[src/common/sbg_pkg.sv]
/*
 * constants for the baud generator and multiprocessor bit block:
 * register byte offsets, field positions, reset values, divide counts.
 * assumes a 32-bit APB with byte addresses, one word per register.
 */
package sbg_pkg;
   // register byte offsets
   localparam logic [7:0] MODE_OFS = 8'h00;
   localparam logic [7:0] CTRL_OFS = 8'h04;
   localparam logic [7:0] STAT_OFS = 8'h08;
   localparam logic [7:0] DIV_OFS = 8'h0C;
   localparam logic [7:0] RXD_OFS = 8'h10;
   // mode register fields
   localparam int MODE_PS_LO = 0;
   localparam int MODE_PS_HI = 1;
   localparam int MODE_MP = 2;
   localparam int MODE_SYNC = 7;
   // control register fields
   localparam int CTRL_TE = 0;
   localparam int CTRL_RE = 1;
   // status register fields
   localparam int STAT_TXMP = 0;
   localparam int STAT_RXMP = 1;
   localparam int STAT_RXAV = 2;
   localparam int STAT_FAST = 3;
   // receive data register fields
   localparam int RXD_MP = 8;
   // reset values
   localparam logic [7:0] MODE_RST = 8'h00;
   localparam logic [1:0] CTRL_RST = 2'h0;
   localparam logic [7:0] DIV_RST = 8'hFF;
   localparam logic RXMP_RST = 1'b0;
   localparam logic TXMP_RST = 1'b0;
   // generator ticks per bit and per oversample
   localparam logic [5:0] ASYNC_BIT_LAST = 6'h3F;
   localparam logic [5:0] SYNC_BIT_LAST = 6'h07;
   localparam logic [1:0] OVS_LAST = 2'h3;
   // receive buffer shape
   localparam int RXF_WIDTH = 9;
   localparam int RXF_DEPTH = 16;
endpackage

[src/design/sbg_baud_gen_mpb.sv]
/*
 * serial baud rate generator with multiprocessor bit handling,
 * divisor and mode registers on APB, received words buffered in a fifo.
 * assumes the receive and transmit shifters sit outside, fed by the
 * ticks and mode outputs here, all on ref_clk.
 */
// Functional notes
// - the multiprocessor bit of each received multiprocessor character is captured into a read-only flag.
// - clearing receive enable leaves that flag unchanged; it resets to zero.
// - in multiprocessor format the software transmit bit is sent as each character's multiprocessor bit; it resets to zero.
// - the transmit bit is ignored in synchronous mode, without multiprocessor format, or with transmit disabled.
// - an 8-bit divisor register is readable and writable at any time.
// - the divisor becomes all ones on reset and on entry to any low-power state.
// - a 2-bit select divides the clock feeding the generator by 1, 4, 16 or 64.
// - in asynchronous mode the bit rate is clock over 64, over four to the select, over divisor plus one.
// - in synchronous mode the bit rate is clock over 8, over four to the select, over divisor plus one.
// - every divisor from 0 to 255 and every select from 0 to 3 is a valid setting.
// - synchronous mode at select 0 and divisor 0 only guarantees isolated characters.
module sbg_baud_gen_mpb #(
   parameter int RXF_WIDTH = sbg_pkg::RXF_WIDTH,
   parameter int RXF_DEPTH = sbg_pkg::RXF_DEPTH
) (
   input wire logic ref_clk, // system clock, 250 MHz
   input wire logic nrst, // async reset, active low
   input wire logic psel, // APB select
   input wire logic penable, // APB access phase
   input wire logic pwrite, // APB write
   input wire logic [7:0] paddr, // APB byte address
   input wire logic [31:0] pwdata, // APB write data
   output logic [31:0] prdata, // APB read data
   output logic pready, // APB ready
   output logic pslverr, // APB error, unmapped
   input wire logic lowpwr_enter, // low-power state entry
   input wire logic rx_valid, // received character valid
   output logic rx_ready, // receive buffer has room
   input wire logic [7:0] rx_data, // received character
   input wire logic rx_mpb, // received multiproc bit
   output logic tx_mpb, // multiproc bit to append
   output logic tx_mpb_used, // append a multiproc bit
   output logic sync_mode, // synchronous mode selected
   output logic multiproc_en, // multiprocessor format
   output logic transmit_enable, // transmitter enabled
   output logic receive_enable, // receiver enabled
   output logic brg_tick, // generator tick
   output logic sample_tick, // async 16x oversample
   output logic bit_tick, // one per bit period
   output logic cont_xfer_blocked // fastest sync setting
);
   localparam int LW = $clog2(RXF_DEPTH) + 1;
   localparam logic [LW-1:0] RXF_FULL = LW'(RXF_DEPTH);

   // register state
   logic [7:0] serial_mode_reg_q;
   logic [7:0] serial_mode_reg_d;
   logic [1:0] ctrl_q;
   logic [1:0] ctrl_d;
   logic [7:0] bit_rate_divisor_q;
   logic [7:0] bit_rate_divisor_d;
   logic rx_multiproc_bit_q;
   logic rx_multiproc_bit_d;
   logic tx_multiproc_bit_q;
   logic tx_multiproc_bit_d;

   // bus answer state
   logic [31:0] prdata_q;
   logic [31:0] prdata_d;
   logic pready_q;
   logic pready_d;
   logic pslverr_q;
   logic pslverr_d;
   logic rxd_hit_q;
   logic rxd_hit_d;

   // output and timing state
   logic rx_ready_q;
   logic rx_ready_d;
   logic tx_mpb_q;
   logic tx_mpb_d;
   logic tx_mpb_used_q;
   logic tx_mpb_used_d;
   logic [5:0] sub_q;
   logic [5:0] sub_d;
   logic sample_tick_q;
   logic sample_tick_d;
   logic bit_tick_q;
   logic bit_tick_d;
   logic fast_q;
   logic fast_d;

   // bus decode
   logic setup;
   logic acc_done;
   logic wr_en;
   logic rd_en;
   logic sel_mode;
   logic sel_ctrl;
   logic sel_stat;
   logic sel_div;
   logic sel_rxd;
   logic mapped;
   logic wr_mode;
   logic wr_ctrl;
   logic wr_stat;
   logic wr_div;
   logic [31:0] rd_word;

   // field views
   logic [1:0] ps_sel;
   logic is_sync;
   logic is_mp;
   logic te;
   logic re;
   logic async_mp;

   // receive path
   logic rxf_in_ready;
   logic rxf_out_valid;
   logic [RXF_WIDTH-1:0] rxf_out_data;
   logic [LW-1:0] rxf_level;
   logic [LW-1:0] lvl_nx;
   logic push;
   logic pop;

   // generator
   logic gen_tick;
   logic restart;
   logic [5:0] bit_last;
   logic sub_wrap;

   assign ps_sel = {serial_mode_reg_q[sbg_pkg::MODE_PS_HI],
                    serial_mode_reg_q[sbg_pkg::MODE_PS_LO]};
   assign is_sync = serial_mode_reg_q[sbg_pkg::MODE_SYNC];
   assign is_mp = serial_mode_reg_q[sbg_pkg::MODE_MP];
   assign te = ctrl_q[sbg_pkg::CTRL_TE];
   assign re = ctrl_q[sbg_pkg::CTRL_RE];
   assign async_mp = !is_sync & is_mp;

   // APB: answer registered in setup, zero-wait access phase
   assign setup = psel & !penable;
   assign acc_done = psel & penable & pready_q;
   assign wr_en = acc_done & pwrite;
   assign rd_en = acc_done & !pwrite;
   assign sel_mode = (paddr == sbg_pkg::MODE_OFS);
   assign sel_ctrl = (paddr == sbg_pkg::CTRL_OFS);
   assign sel_stat = (paddr == sbg_pkg::STAT_OFS);
   assign sel_div = (paddr == sbg_pkg::DIV_OFS);
   assign sel_rxd = (paddr == sbg_pkg::RXD_OFS);
   assign mapped = sel_mode | sel_ctrl | sel_stat | sel_div | sel_rxd;
   assign wr_mode = wr_en & sel_mode & !pslverr_q;
   assign wr_ctrl = wr_en & sel_ctrl & !pslverr_q;
   assign wr_stat = wr_en & sel_stat & !pslverr_q;
   assign wr_div = wr_en & sel_div & !pslverr_q;

   assign rd_word =
      sel_mode ? {24'h00_0000, serial_mode_reg_q} :
      sel_ctrl ? {30'h0000_0000, ctrl_q} :
      sel_stat ? {28'h000_0000, fast_q, rxf_out_valid,
                  rx_multiproc_bit_q, tx_multiproc_bit_q} :
      sel_div ? {24'h00_0000, bit_rate_divisor_q} :
      (sel_rxd & rxf_out_valid) ?
         {{(32 - RXF_WIDTH){1'b0}}, rxf_out_data} :
      32'h0000_0000;

   assign pready_d = setup;
   assign pslverr_d = setup & !mapped;
   assign prdata_d = (setup & !pwrite) ? rd_word : prdata_q;

   // register writes
   assign serial_mode_reg_d = wr_mode ? pwdata[7:0] : serial_mode_reg_q;
   assign ctrl_d = wr_ctrl ? {pwdata[sbg_pkg::CTRL_RE],
                              pwdata[sbg_pkg::CTRL_TE]} : ctrl_q;
   assign tx_multiproc_bit_d = wr_stat ? pwdata[sbg_pkg::STAT_TXMP]
                                       : tx_multiproc_bit_q;
   assign bit_rate_divisor_d =
      lowpwr_enter ? sbg_pkg::DIV_RST :
      wr_div ? pwdata[7:0] : bit_rate_divisor_q;

   // receive buffer: ready is registered from the next level
   assign push = rx_valid & rx_ready_q & rxf_in_ready;
   // pop only a word that the setup cycle really returned
   assign rxd_hit_d = setup & !pwrite & sel_rxd & rxf_out_valid;
   assign pop = rd_en & rxd_hit_q;
   assign lvl_nx = LW'(rxf_level + push - pop);
   assign rx_ready_d = re & (lvl_nx != RXF_FULL);

   // status writes never reach the received flag; receive enable
   // dropping leaves it as it was
   assign rx_multiproc_bit_d = (push & async_mp) ? rx_mpb
                                                 : rx_multiproc_bit_q;

   // transmit multiproc bit only in async multiproc with te
   assign tx_mpb_used_d = async_mp & te;
   assign tx_mpb_d = tx_multiproc_bit_q & async_mp & te;

   // generator ticks subdivided per bit: 64 async, 8 sync
   assign restart = wr_div | wr_mode | lowpwr_enter;
   assign bit_last = is_sync ? sbg_pkg::SYNC_BIT_LAST
                             : sbg_pkg::ASYNC_BIT_LAST;
   assign sub_wrap = (sub_q == bit_last);
   assign sub_d = restart ? 6'h00 :
                  !gen_tick ? sub_q :
                  sub_wrap ? 6'h00 : 6'(sub_q + 6'h01);
   assign bit_tick_d = !restart & gen_tick & sub_wrap;
   assign sample_tick_d = !restart & gen_tick & !is_sync &
                          (sub_q[1:0] == sbg_pkg::OVS_LAST);

   // fastest synchronous setting: no back-to-back characters
   assign fast_d = is_sync & (ps_sel == 2'h0) &
                   (bit_rate_divisor_q == 8'h00);

   sbg_brg u_brg (
      .ref_clk(ref_clk),
      .nrst(nrst),
      .sel(ps_sel),
      .divisor(bit_rate_divisor_q),
      .restart(restart),
      .tick_q(gen_tick)
   );

   sbg_fifo #(
      .WIDTH(RXF_WIDTH),
      .DEPTH(RXF_DEPTH)
   ) u_rxf (
      .ref_clk(ref_clk),
      .nrst(nrst),
      .in_valid(push),
      .in_ready(rxf_in_ready),
      .in_data({rx_mpb, rx_data}),
      .out_valid(rxf_out_valid),
      .out_ready(pop),
      .out_data(rxf_out_data),
      .level(rxf_level)
   );

   always_ff @(posedge ref_clk or negedge nrst)
   begin
      if (!nrst)
      begin
         serial_mode_reg_q <= sbg_pkg::MODE_RST;
         ctrl_q <= sbg_pkg::CTRL_RST;
         bit_rate_divisor_q <= sbg_pkg::DIV_RST;
      end
      else
      begin
         serial_mode_reg_q <= serial_mode_reg_d;
         ctrl_q <= ctrl_d;
         bit_rate_divisor_q <= bit_rate_divisor_d;
      end
   end

   // multiprocessor bit flags
   always_ff @(posedge ref_clk or negedge nrst)
   begin
      if (!nrst)
      begin
         rx_multiproc_bit_q <= sbg_pkg::RXMP_RST;
         tx_multiproc_bit_q <= sbg_pkg::TXMP_RST;
      end
      else
      begin
         rx_multiproc_bit_q <= rx_multiproc_bit_d;
         tx_multiproc_bit_q <= tx_multiproc_bit_d;
      end
   end

   always_ff @(posedge ref_clk or negedge nrst)
   begin
      if (!nrst)
      begin
         prdata_q <= 32'h0000_0000;
         pready_q <= 1'b0;
         pslverr_q <= 1'b0;
         rxd_hit_q <= 1'b0;
      end
      else
      begin
         prdata_q <= prdata_d;
         pready_q <= pready_d;
         pslverr_q <= pslverr_d;
         rxd_hit_q <= rxd_hit_d;
      end
   end

   always_ff @(posedge ref_clk or negedge nrst)
   begin
      if (!nrst)
      begin
         rx_ready_q <= 1'b0;
         tx_mpb_q <= 1'b0;
         tx_mpb_used_q <= 1'b0;
      end
      else
      begin
         rx_ready_q <= rx_ready_d;
         tx_mpb_q <= tx_mpb_d;
         tx_mpb_used_q <= tx_mpb_used_d;
      end
   end

   // bit subdivision and tick pulses
   always_ff @(posedge ref_clk or negedge nrst)
   begin
      if (!nrst)
      begin
         sub_q <= 6'h00;
         sample_tick_q <= 1'b0;
         bit_tick_q <= 1'b0;
      end
      else
      begin
         sub_q <= sub_d;
         sample_tick_q <= sample_tick_d;
         bit_tick_q <= bit_tick_d;
      end
   end

   // fastest-setting flag
   always_ff @(posedge ref_clk or negedge nrst)
   begin
      if (!nrst)
      begin
         fast_q <= 1'b0;
      end
      else
      begin
         fast_q <= fast_d;
      end
   end

   assign prdata = prdata_q;
   assign pready = pready_q;
   assign pslverr = pslverr_q;
   assign rx_ready = rx_ready_q;
   assign tx_mpb = tx_mpb_q;
   assign tx_mpb_used = tx_mpb_used_q;
   assign sync_mode = serial_mode_reg_q[sbg_pkg::MODE_SYNC];
   assign multiproc_en = serial_mode_reg_q[sbg_pkg::MODE_MP];
   assign transmit_enable = ctrl_q[sbg_pkg::CTRL_TE];
   assign receive_enable = ctrl_q[sbg_pkg::CTRL_RE];
   assign brg_tick = gen_tick;
   assign sample_tick = sample_tick_q;
   assign bit_tick = bit_tick_q;
   assign cont_xfer_blocked = fast_q;
endmodule // sbg_baud_gen_mpb

[src/design/sbg_brg.sv]
/*
 * prescaler and divisor counter of the baud rate generator.
 * assumes select and divisor are register outputs in the same domain.
 */
module sbg_brg (
   input wire logic ref_clk, // system clock
   input wire logic nrst, // async reset, active low
   input wire logic [1:0] sel, // prescale code
   input wire logic [7:0] divisor, // divisor value
   input wire logic restart, // reload counters
   output logic tick_q // one tick per period
);
   logic [5:0] pre_q;
   logic [5:0] pre_d;
   logic [7:0] cnt_q;
   logic [7:0] cnt_d;
   logic tick_d;
   logic pre_en;
   logic cnt_zero;

   // 00 undivided, 01 /4, 10 /16, 11 /64
   assign pre_en = (sel == 2'h0) ? 1'b1 :
                   (sel == 2'h1) ? (pre_q[1:0] == 2'h3) :
                   (sel == 2'h2) ? (pre_q[3:0] == 4'hF) :
                   (pre_q == 6'h3F);
   assign cnt_zero = (cnt_q == 8'h00);
   assign pre_d = restart ? 6'h00 : 6'(pre_q + 6'h01);
   // reload on zero: divisor plus one prescaled cycles per tick
   assign cnt_d = restart ? divisor :
                  !pre_en ? cnt_q :
                  cnt_zero ? divisor : 8'(cnt_q - 8'h01);
   assign tick_d = !restart & pre_en & cnt_zero;

   always_ff @(posedge ref_clk or negedge nrst)
   begin
      if (!nrst)
      begin
         pre_q <= 6'h00;
         cnt_q <= sbg_pkg::DIV_RST;
         tick_q <= 1'b0;
      end
      else
      begin
         pre_q <= pre_d;
         cnt_q <= cnt_d;
         tick_q <= tick_d;
      end
   end
endmodule // sbg_brg

[src/design/sbg_fifo.sv]
/*
 * synchronous fifo with valid and ready on both sides.
 * assumes one clock; level is the word count held.
 */
module sbg_fifo #(
   parameter int WIDTH = 9,
   parameter int DEPTH = 16,
   parameter int AW = $clog2(DEPTH)
) (
   input wire logic ref_clk, // system clock
   input wire logic nrst, // async reset, active low
   input wire logic in_valid, // write request
   output logic in_ready, // room for a word
   input wire logic [WIDTH-1:0] in_data, // write word
   output logic out_valid, // word available
   input wire logic out_ready, // read request
   output logic [WIDTH-1:0] out_data, // head word
   output logic [AW:0] level // words held
);
   localparam logic [AW:0] FULL = (AW+1)'(DEPTH);
   localparam logic [AW-1:0] LAST = AW'(DEPTH - 1);
   logic [WIDTH-1:0] mem [DEPTH];
   logic [AW-1:0] wr_q;
   logic [AW-1:0] rd_q;
   logic [AW:0] cnt_q;
   logic push;
   logic pop;

   assign in_ready = (cnt_q != FULL);
   assign out_valid = (cnt_q != '0);
   assign push = in_valid & in_ready;
   assign pop = out_ready & out_valid;
   assign out_data = mem[rd_q];
   assign level = cnt_q;

   always_ff @(posedge ref_clk)
   begin
      if (push)
         mem[wr_q] <= in_data;
   end

   always_ff @(posedge ref_clk or negedge nrst)
   begin
      if (!nrst)
      begin
         wr_q <= '0;
         rd_q <= '0;
         cnt_q <= '0;
      end
      else
      begin
         if (push)
            wr_q <= (wr_q == LAST) ? '0 : AW'(wr_q + 1'b1);
         if (pop)
            rd_q <= (rd_q == LAST) ? '0 : AW'(rd_q + 1'b1);
         cnt_q <= (AW+1)'(cnt_q + push - pop);
      end
   end
endmodule // sbg_fifo

[config.mk]
export PLATFORM = sky130hd
export DESIGN_NAME = sbg_baud_gen_mpb
export DESIGN_NICKNAME = d
export VERILOG_FILES = /design/src/common/sbg_pkg.sv /design/src/design/sbg_baud_gen_mpb.sv /design/src/design/sbg_brg.sv /design/src/design/sbg_fifo.sv
export SDC_FILE = /design/constraint.sdc
export NUM_CORES = 1
export LEC_CHECK = 0
export ABC_AREA = 1
export BUFFER_PORTS_ARGS = -buffer_cell sky130_fd_sc_hd__buf_2
export CORE_MARGIN = 3
export CORE_UTILIZATION = 60
export CTS_CLUSTER_DIAMETER = 50
export DETAILED_ROUTE_END_ITERATION = 10
export PLACE_DENSITY = 0.92
export SYNTH_ARGS = -nofsm -noshare
export SYNTH_HDL_FRONTEND = slang
export SYNTH_HIERARCHICAL = 1
export SYNTH_SLANG_ARGS = --single-unit
export TNS_END_PERCENT = 10
[constraint.sdc]
create_clock -name ref_clk -period 2.94 [get_ports ref_clk]
set_input_delay 0.588 -clock ref_clk [delete_from_list [all_inputs] [get_ports ref_clk]]
set_output_delay 0.588 -clock ref_clk [all_outputs]
set_load 0.005 [all_outputs]
-- After elaboration in Yosys (flattened, before gate mapping)
Memory sizes are Yosys's and may differ from the RTL's.
Index checks and enable logic that the tools add are counted.
- register bits: 95
- latch bits: 0
- RAM bits: 144
- ROM bits: 0
- input bits: 56
- memories: 1
- add/sub/neg operators: 9
- multipliers: 0
- divide/modulo/power cells: 0
- $lt $le $gt $ge: 0
- eq/ne operators: 15
- shifts and indexed selects: 0
- mux-type cells: 22
- bitwise logic cells: 43
- reductions and logical operators: 14
- memories (memory ; words ; bits a word ; read ports ; clocked after memory_dff ; wr ports ; RTL line ; RTL):
    u_rxf.mem ; 16 ; 9 ; 1 ; 0 ; 1 ; sbg_fifo.sv:22 ; logic [WIDTH-1:0] mem [DEPTH];
- operators by type and width (kind ; count):
    9-bit two-way mux ; 5
    8-bit two-way mux ; 5
    1-bit AND ; 37
    6-bit two-way mux ; 5
    8-bit zero test ; 3
    8-bit by 4-bit equality test with 1-bit output (second input constant) ; 2
    6-bit by 1-bit adder with 6-bit output (second input constant) ; 2
    4-bit equality test (second input constant) ; 3
    5-bit by 1-bit adder with 5-bit output ; 2
    5-bit != test (second input constant) ; 2
    5-bit by 1-bit subtractor with 5-bit output ; 2
    4-bit by 1-bit adder with 4-bit output (second input constant) ; 2
    8-bit by 3-bit equality test with 1-bit output (second input constant) ; 1
    8-bit by 5-bit equality test with 1-bit output (second input constant) ; 1
    4-bit two-way mux ; 2
    8-bit by 1-bit subtractor with 8-bit output (second input constant) ; 1
    2-bit equality test (second input constant) ; 3
    6-bit equality test ; 1
    6-bit equality test (second input constant) ; 1
    1-bit zero test ; 6
    1-bit OR ; 6
    2-bit nonzero test ; 3
    1-bit two-way mux ; 5
    5-bit nonzero test ; 1
    2 further kinds ; 2

-- Longest topological paths before layout
- word-level depth: 11
- mapped depth: 15
- depth with buffers taken out: 15

-- Cells and area by module
Netlist, hierarchy kept.
- by module, submodules not included (module ; instances ; cells an instance ; area an instance (µm²) ; sequential area each (µm²)):
    sbg_fifo ; 1 ; 724 ; 7110.6 ; 4649.5
    sbg_baud_gen_mpb ; 1 ; 318 ; 2585.0 ; 1111.1
    sbg_brg ; 1 ; 127 ; 963.4 ; 385.4

-- Least setup slack after synthesis
Ideal clock, no wire load.
- path kind: input-to-reg
- from: in pwrite
- to: reg u_rxf.cnt_q[4] (netlist: u_rxf/level[4])
- library setup time: 0.128 ns
- data arrival time: 2.390 ns
- data required time: 2.812 ns
- path slack: 0.422 ns
- stages: 13
- path buffers: 0
- cell sequence: inv_1 nand2_1 nor2_1 nand2_1 inv_1 ha_1 inv_1 ha_1 inv_1 fa_1 o21ai_0 a21oi_1 xor2_1
- word-level cells in the longest chain between the ends: 5
- RTL lines (item ; RTL line ; RTL):
    from (decl) ; sbg_baud_gen_mpb.sv:27 ; input wire logic pwrite,
    1-bit zero test ; sbg_baud_gen_mpb.sv:142 ; assign rd_en = acc_done & !pwrite;
    1-bit AND ; sbg_baud_gen_mpb.sv:142 ;
    1-bit AND ; sbg_baud_gen_mpb.sv:182 ; assign pop = rd_en & rxd_hit_q;
    via pop ; sbg_baud_gen_mpb.sv:122 ; logic pop;
    1-bit AND ; sbg_fifo.sv:32 ; assign pop = out_ready & out_valid;
    via u_rxf.pop ; sbg_fifo.sv:27 ; logic pop;
    5-bit by 1-bit subtractor with 5-bit output ; sbg_fifo.sv:56 ; cnt_q <= (AW+1)'(cnt_q + push - pop);
    to (signal assigned) ; sbg_fifo.sv:56 ;
    to (decl) ; sbg_fifo.sv:25 ; logic [AW:0] cnt_q;
The timed path passes the listed nets, and every way through them passes these cells.
A chain may end at the register's enable or synchronous reset.

-- Worst setup path after layout
- from: reg u_rxf.cnt_q[2] (netlist: u_rxf/level[2])
- to: reg rx_ready_q (netlist: rx_ready)
- word-level cells in the longest chain between the ends: 6
- RTL lines (item ; RTL line ; RTL):
    5-bit != test ; sbg_fifo.sv:29 ; assign in_ready = (cnt_q != FULL);
    via rxf_in_ready ; sbg_baud_gen_mpb.sv:116 ; logic rxf_in_ready;
    1-bit AND ; sbg_baud_gen_mpb.sv:179 ; assign push = rx_valid & rx_ready_q & rxf_in_ready;
    5-bit by 1-bit adder with 5-bit output ; sbg_baud_gen_mpb.sv:183 ; assign lvl_nx = LW'(rxf_level + push - pop);
    5-bit by 1-bit subtractor with 5-bit output ; sbg_baud_gen_mpb.sv:183 ;
    5-bit != test ; sbg_baud_gen_mpb.sv:184 ; assign rx_ready_d = re & (lvl_nx != RXF_FULL);
    1-bit AND ; sbg_baud_gen_mpb.sv:184 ;
    via rx_ready_d ; sbg_baud_gen_mpb.sv:76 ; logic rx_ready_d;
    to (signal assigned) ; sbg_baud_gen_mpb.sv:294 ; rx_ready_q <= rx_ready_d;
    to (decl) ; sbg_baud_gen_mpb.sv:75 ; logic rx_ready_q;
The timed path passes the listed nets, and every way through them passes these cells.

==> impl_metrics.env <==
export IMPL_status="complete, no violations"
export IMPL_syn_area_mm2=0.0107
export IMPL_r2r_start="u_rxf/level[2]$_DFF_PN0_"
export IMPL_core_area_mm2=0.0174
export IMPL_synth_main_ff_cell="edfxtp_1"
export IMPL_routed_via_count=8624
export IMPL_rsz0062_at_grt="no"
export IMPL_cts_htree_levels=1
export IMPL_avgRoutedWirePerCell_um=17.8
export IMPL_synth_common_cells="nand2_1 (359), inv_1 (203), edfxtp_1 (144)"
export IMPL_drv_slew=0
export IMPL_power_uw=6690
export IMPL_slowest_delay_ns=0.42
export IMPL_track_usage_pct=26.9
export IMPL_fmax_mhz=377
export IMPL_hold_viol=0
export IMPL_clk_path_buf_depth=3
export IMPL_grt_max_degree=76
export IMPL_post_route_period_util_pct=90.2
export IMPL_skew_ns=0.0205
export IMPL_port_buffers=53
export IMPL_critPathSlowestCell="fa_1"
export IMPL_syn_inst=1169
export IMPL_postCtsHoldBufs=0
export IMPL_n_antenna_cell=0
export IMPL_yosysTopAreaCellShare_pct=40.6
export IMPL_setup_viol=0
export IMPL_synth_cell_types=41
export IMPL_timing_reg2reg_setup_slack_ns=0.29
export IMPL_antenna_found_initial=0
export IMPL_leakage_uw=0.00574
export IMPL_holdWs_ns=0.0586
export IMPL_num_rows=48
export IMPL_ant_nets=0
export IMPL_start_kind="flip-flop"
export IMPL_routabilityCongestion=0.916
export IMPL_floorplan_initialDensity_pct=61.4
export IMPL_area_growth_syn_to_layout_pct=11.4
export IMPL_tightest_slew_ns=0.832
export IMPL_dpl_hpwl_mm=16.1
export IMPL_die_y_um=139
export IMPL_endpoint_kind="flip-flop"
export IMPL_cts_tree="built"
export IMPL_rr_endpoint="rx_ready$_DFF_PN0_"
export IMPL_crit_type="reg2reg"
export IMPL_cp_num_buf_inv=2
export IMPL_cts_sinks=216
export IMPL_seq_area_frac_synth_pct=57.7
export IMPL_ir_drop_v=0.000802
export IMPL_fin_setup_tns_ns=0
export IMPL_hold_path_class="in2async"
export IMPL_grt_pass1_wl_mm=42.1
export IMPL_synth_top_area_cell="edfxtp_1"
export IMPL_clk_pin_slew_worst_paths_ns=0.06
export IMPL_cts_root_buf="clkbuf_16"
export IMPL_reg2reg_depth=13
export IMPL_grt_overflow=0
export IMPL_die_area_mm2=0.0194
export IMPL_critPathTopFamily="adder cells"
export IMPL_die_w_um=139
export IMPL_critPathMaxFanout=4
export IMPL_dpl_instance_area_mm2=0.0111
export IMPL_cts_buffers_inserted=23
export IMPL_cp_arrival_ns=3.06
export IMPL_top_level_ports=101
export IMPL_vias_per_cell=5.83
export IMPL_fin_crit_ns=2.65
export IMPL_place_ws_ns=0.165
export IMPL_async_reset_ff_share_pct=33.3
export IMPL_nets=1317
export IMPL_maxCapViolCount=0
export IMPL_cp_cell_sequence="inv_1 -> ha_1 -> nand4_1 -> nand3_1 -> ha_1 -> inv_1 -> ha_1 -> fa_1 -> xor2_1 -> nor3_1 -> nand2_1 -> nor2_1 -> a21boi_0"
export IMPL_power_density_mw_per_mm2=564
export IMPL_slew_limit_headroom_pct=44.6
export IMPL_drc=0
export IMPL_synth_edf_count=144
export IMPL_layout_drive_gt1_share_pct=12.9
export IMPL_syn_area_per_cell_um2=9.12
export IMPL_dr_first_iter_drc_count=1236
export IMPL_worstSkewPairLatency_ns=0.53
export IMPL_yosys_top_cells_area="edfxtp_1 (41%), dfrtp_1 (13%), nand2_1 (13%)"
export IMPL_post_cts_setup_buffers=0
export IMPL_synth_most_common_cell="nand2_1"
export IMPL_ctsResizeCount=0
export IMPL_fin_area_mm2=0.0119
export IMPL_dr_pass1_iters=7
export IMPL_setup_ws_ns=0.287
export IMPL_yosys_warnings=6
export IMPL_cp_required_ns=3.35
export IMPL_wirelength_mm=26.4
export IMPL_ys_ff_latch=216
export IMPL_grt_pass1_vias=8350
export IMPL_cpMostUsedCell="ha_1"
cells by family after synthesis:
| kind of cell | after synthesis | synth area share [%] |
|---|---|---|
| mux | 1 | 0.106 |
| simple gates | 592 | 24.3 |
| compound gates | 55 | 3.03 |
| flops | 216 | 57.7 |
| buf+inv | 267 | 11.0 |
| fa+ha+maj | 22 | 2.72 |
| other cells | 1 | 0.0352 |
| xor+xnor | 15 | 1.23 |
report_power, final:
| group | switching [uW] | internal [uW] |
|---|---|---|
| Combinational | 301 | 174 |
| Clock | 1190 | 1670 |
| Sequential | 56.0 | 3310 |
metrics by stage:
| step | utilization [%] | instances |
|---|---|---|
| 2_1_floorplan | - | 1191 |
| 3_3_place_gp | 64.1 | 1439 |
| 3_5_place_dp | 64.1 | 1439 |
| 4_1_cts | 68.4 | 1480 |
| 5_1_grt | 68.4 | 1480 |
| 6_report | 68.4 | 1480 |
layout by cell type, fill, tap and decap left out, types with 4 or more instances in the layout:
cell type  instances
buf_2             53
o211ai_1           8
nand2_2            5
xnor2_1            4
ha_1              20
nor2_1            47
clkinv_1           7
nand3_1          143
dfstp_2           16
clkbuf_1           4
clkbuf_16         23
dfrtp_1           55
o21ai_0           29
inv_1            203
edfxtp_1         144
xor2_1            11
clkinv_2           4
nor2_2             5
inv_2              5
nand2_1          359
nor2_4             5
conb_1            23
nand3_2            4
nand4_1            9
nor4_1             4
a21oi_1            8
buf_4             22
metal layers:
metal | up-vias | global-route usage [%] | share of wire [%]
li1 | 3800 | - | -
met4 | 0 | 13.8 | 5.7
met5 | - | 0 | 0
met2 | 683 | 46.0 | 49
met3 | 167 | 4.54 | 11
met1 | 3974 | 33.1 | 35
area by class of cell:
cell class,count,area (um^2)
clock buffers,29,612
clock inverters,12,130
fillers,1101,5490
inverters,213,801
multi-input cells,708,3430
flip-flops and latches,216,6150
well taps,225,282
repair buffers,77,470
worst max path at each step:
| stage | from | end | slack [ns] | cells after the start |
|---|---|---|---|---|
| after floorplan | pwrite | u_rxf/level[4]$_DFF_PN0_ | 0.42 | 13 |
| final | u_rxf/level[2]$_DFF_PN0_ | rx_ready$_DFF_PN0_ | 0.29 | 13 |
| after global routing | u_rxf/level[2]$_DFF_PN0_ | rx_ready$_DFF_PN0_ | 0.09 | 13 |
| after global placement | pwrite | u_rxf/level[4]$_DFF_PN0_ | 0.23 | 14 |
| after CTS | u_rxf/level[3]$_DFF_PN0_ | rx_ready$_DFF_PN0_ | 0.34 | 13 |
| after detailed placement | pwrite | u_rxf/level[4]$_DFF_PN0_ | 0.16 | 14 |
flip-flops by register name, indices dropped and copies added, names as in the netlist, 5 cells and up:
name / count
u_brg/cnt_q: 8
sub_q: 6
serial_mode_reg_q: 8
u_brg/pre_q: 6
u_rxf/level: 5
prdata: 9
bit_rate_divisor_q: 8
u_rxf/mem: 144
Power figures use the tool's default switching activity.
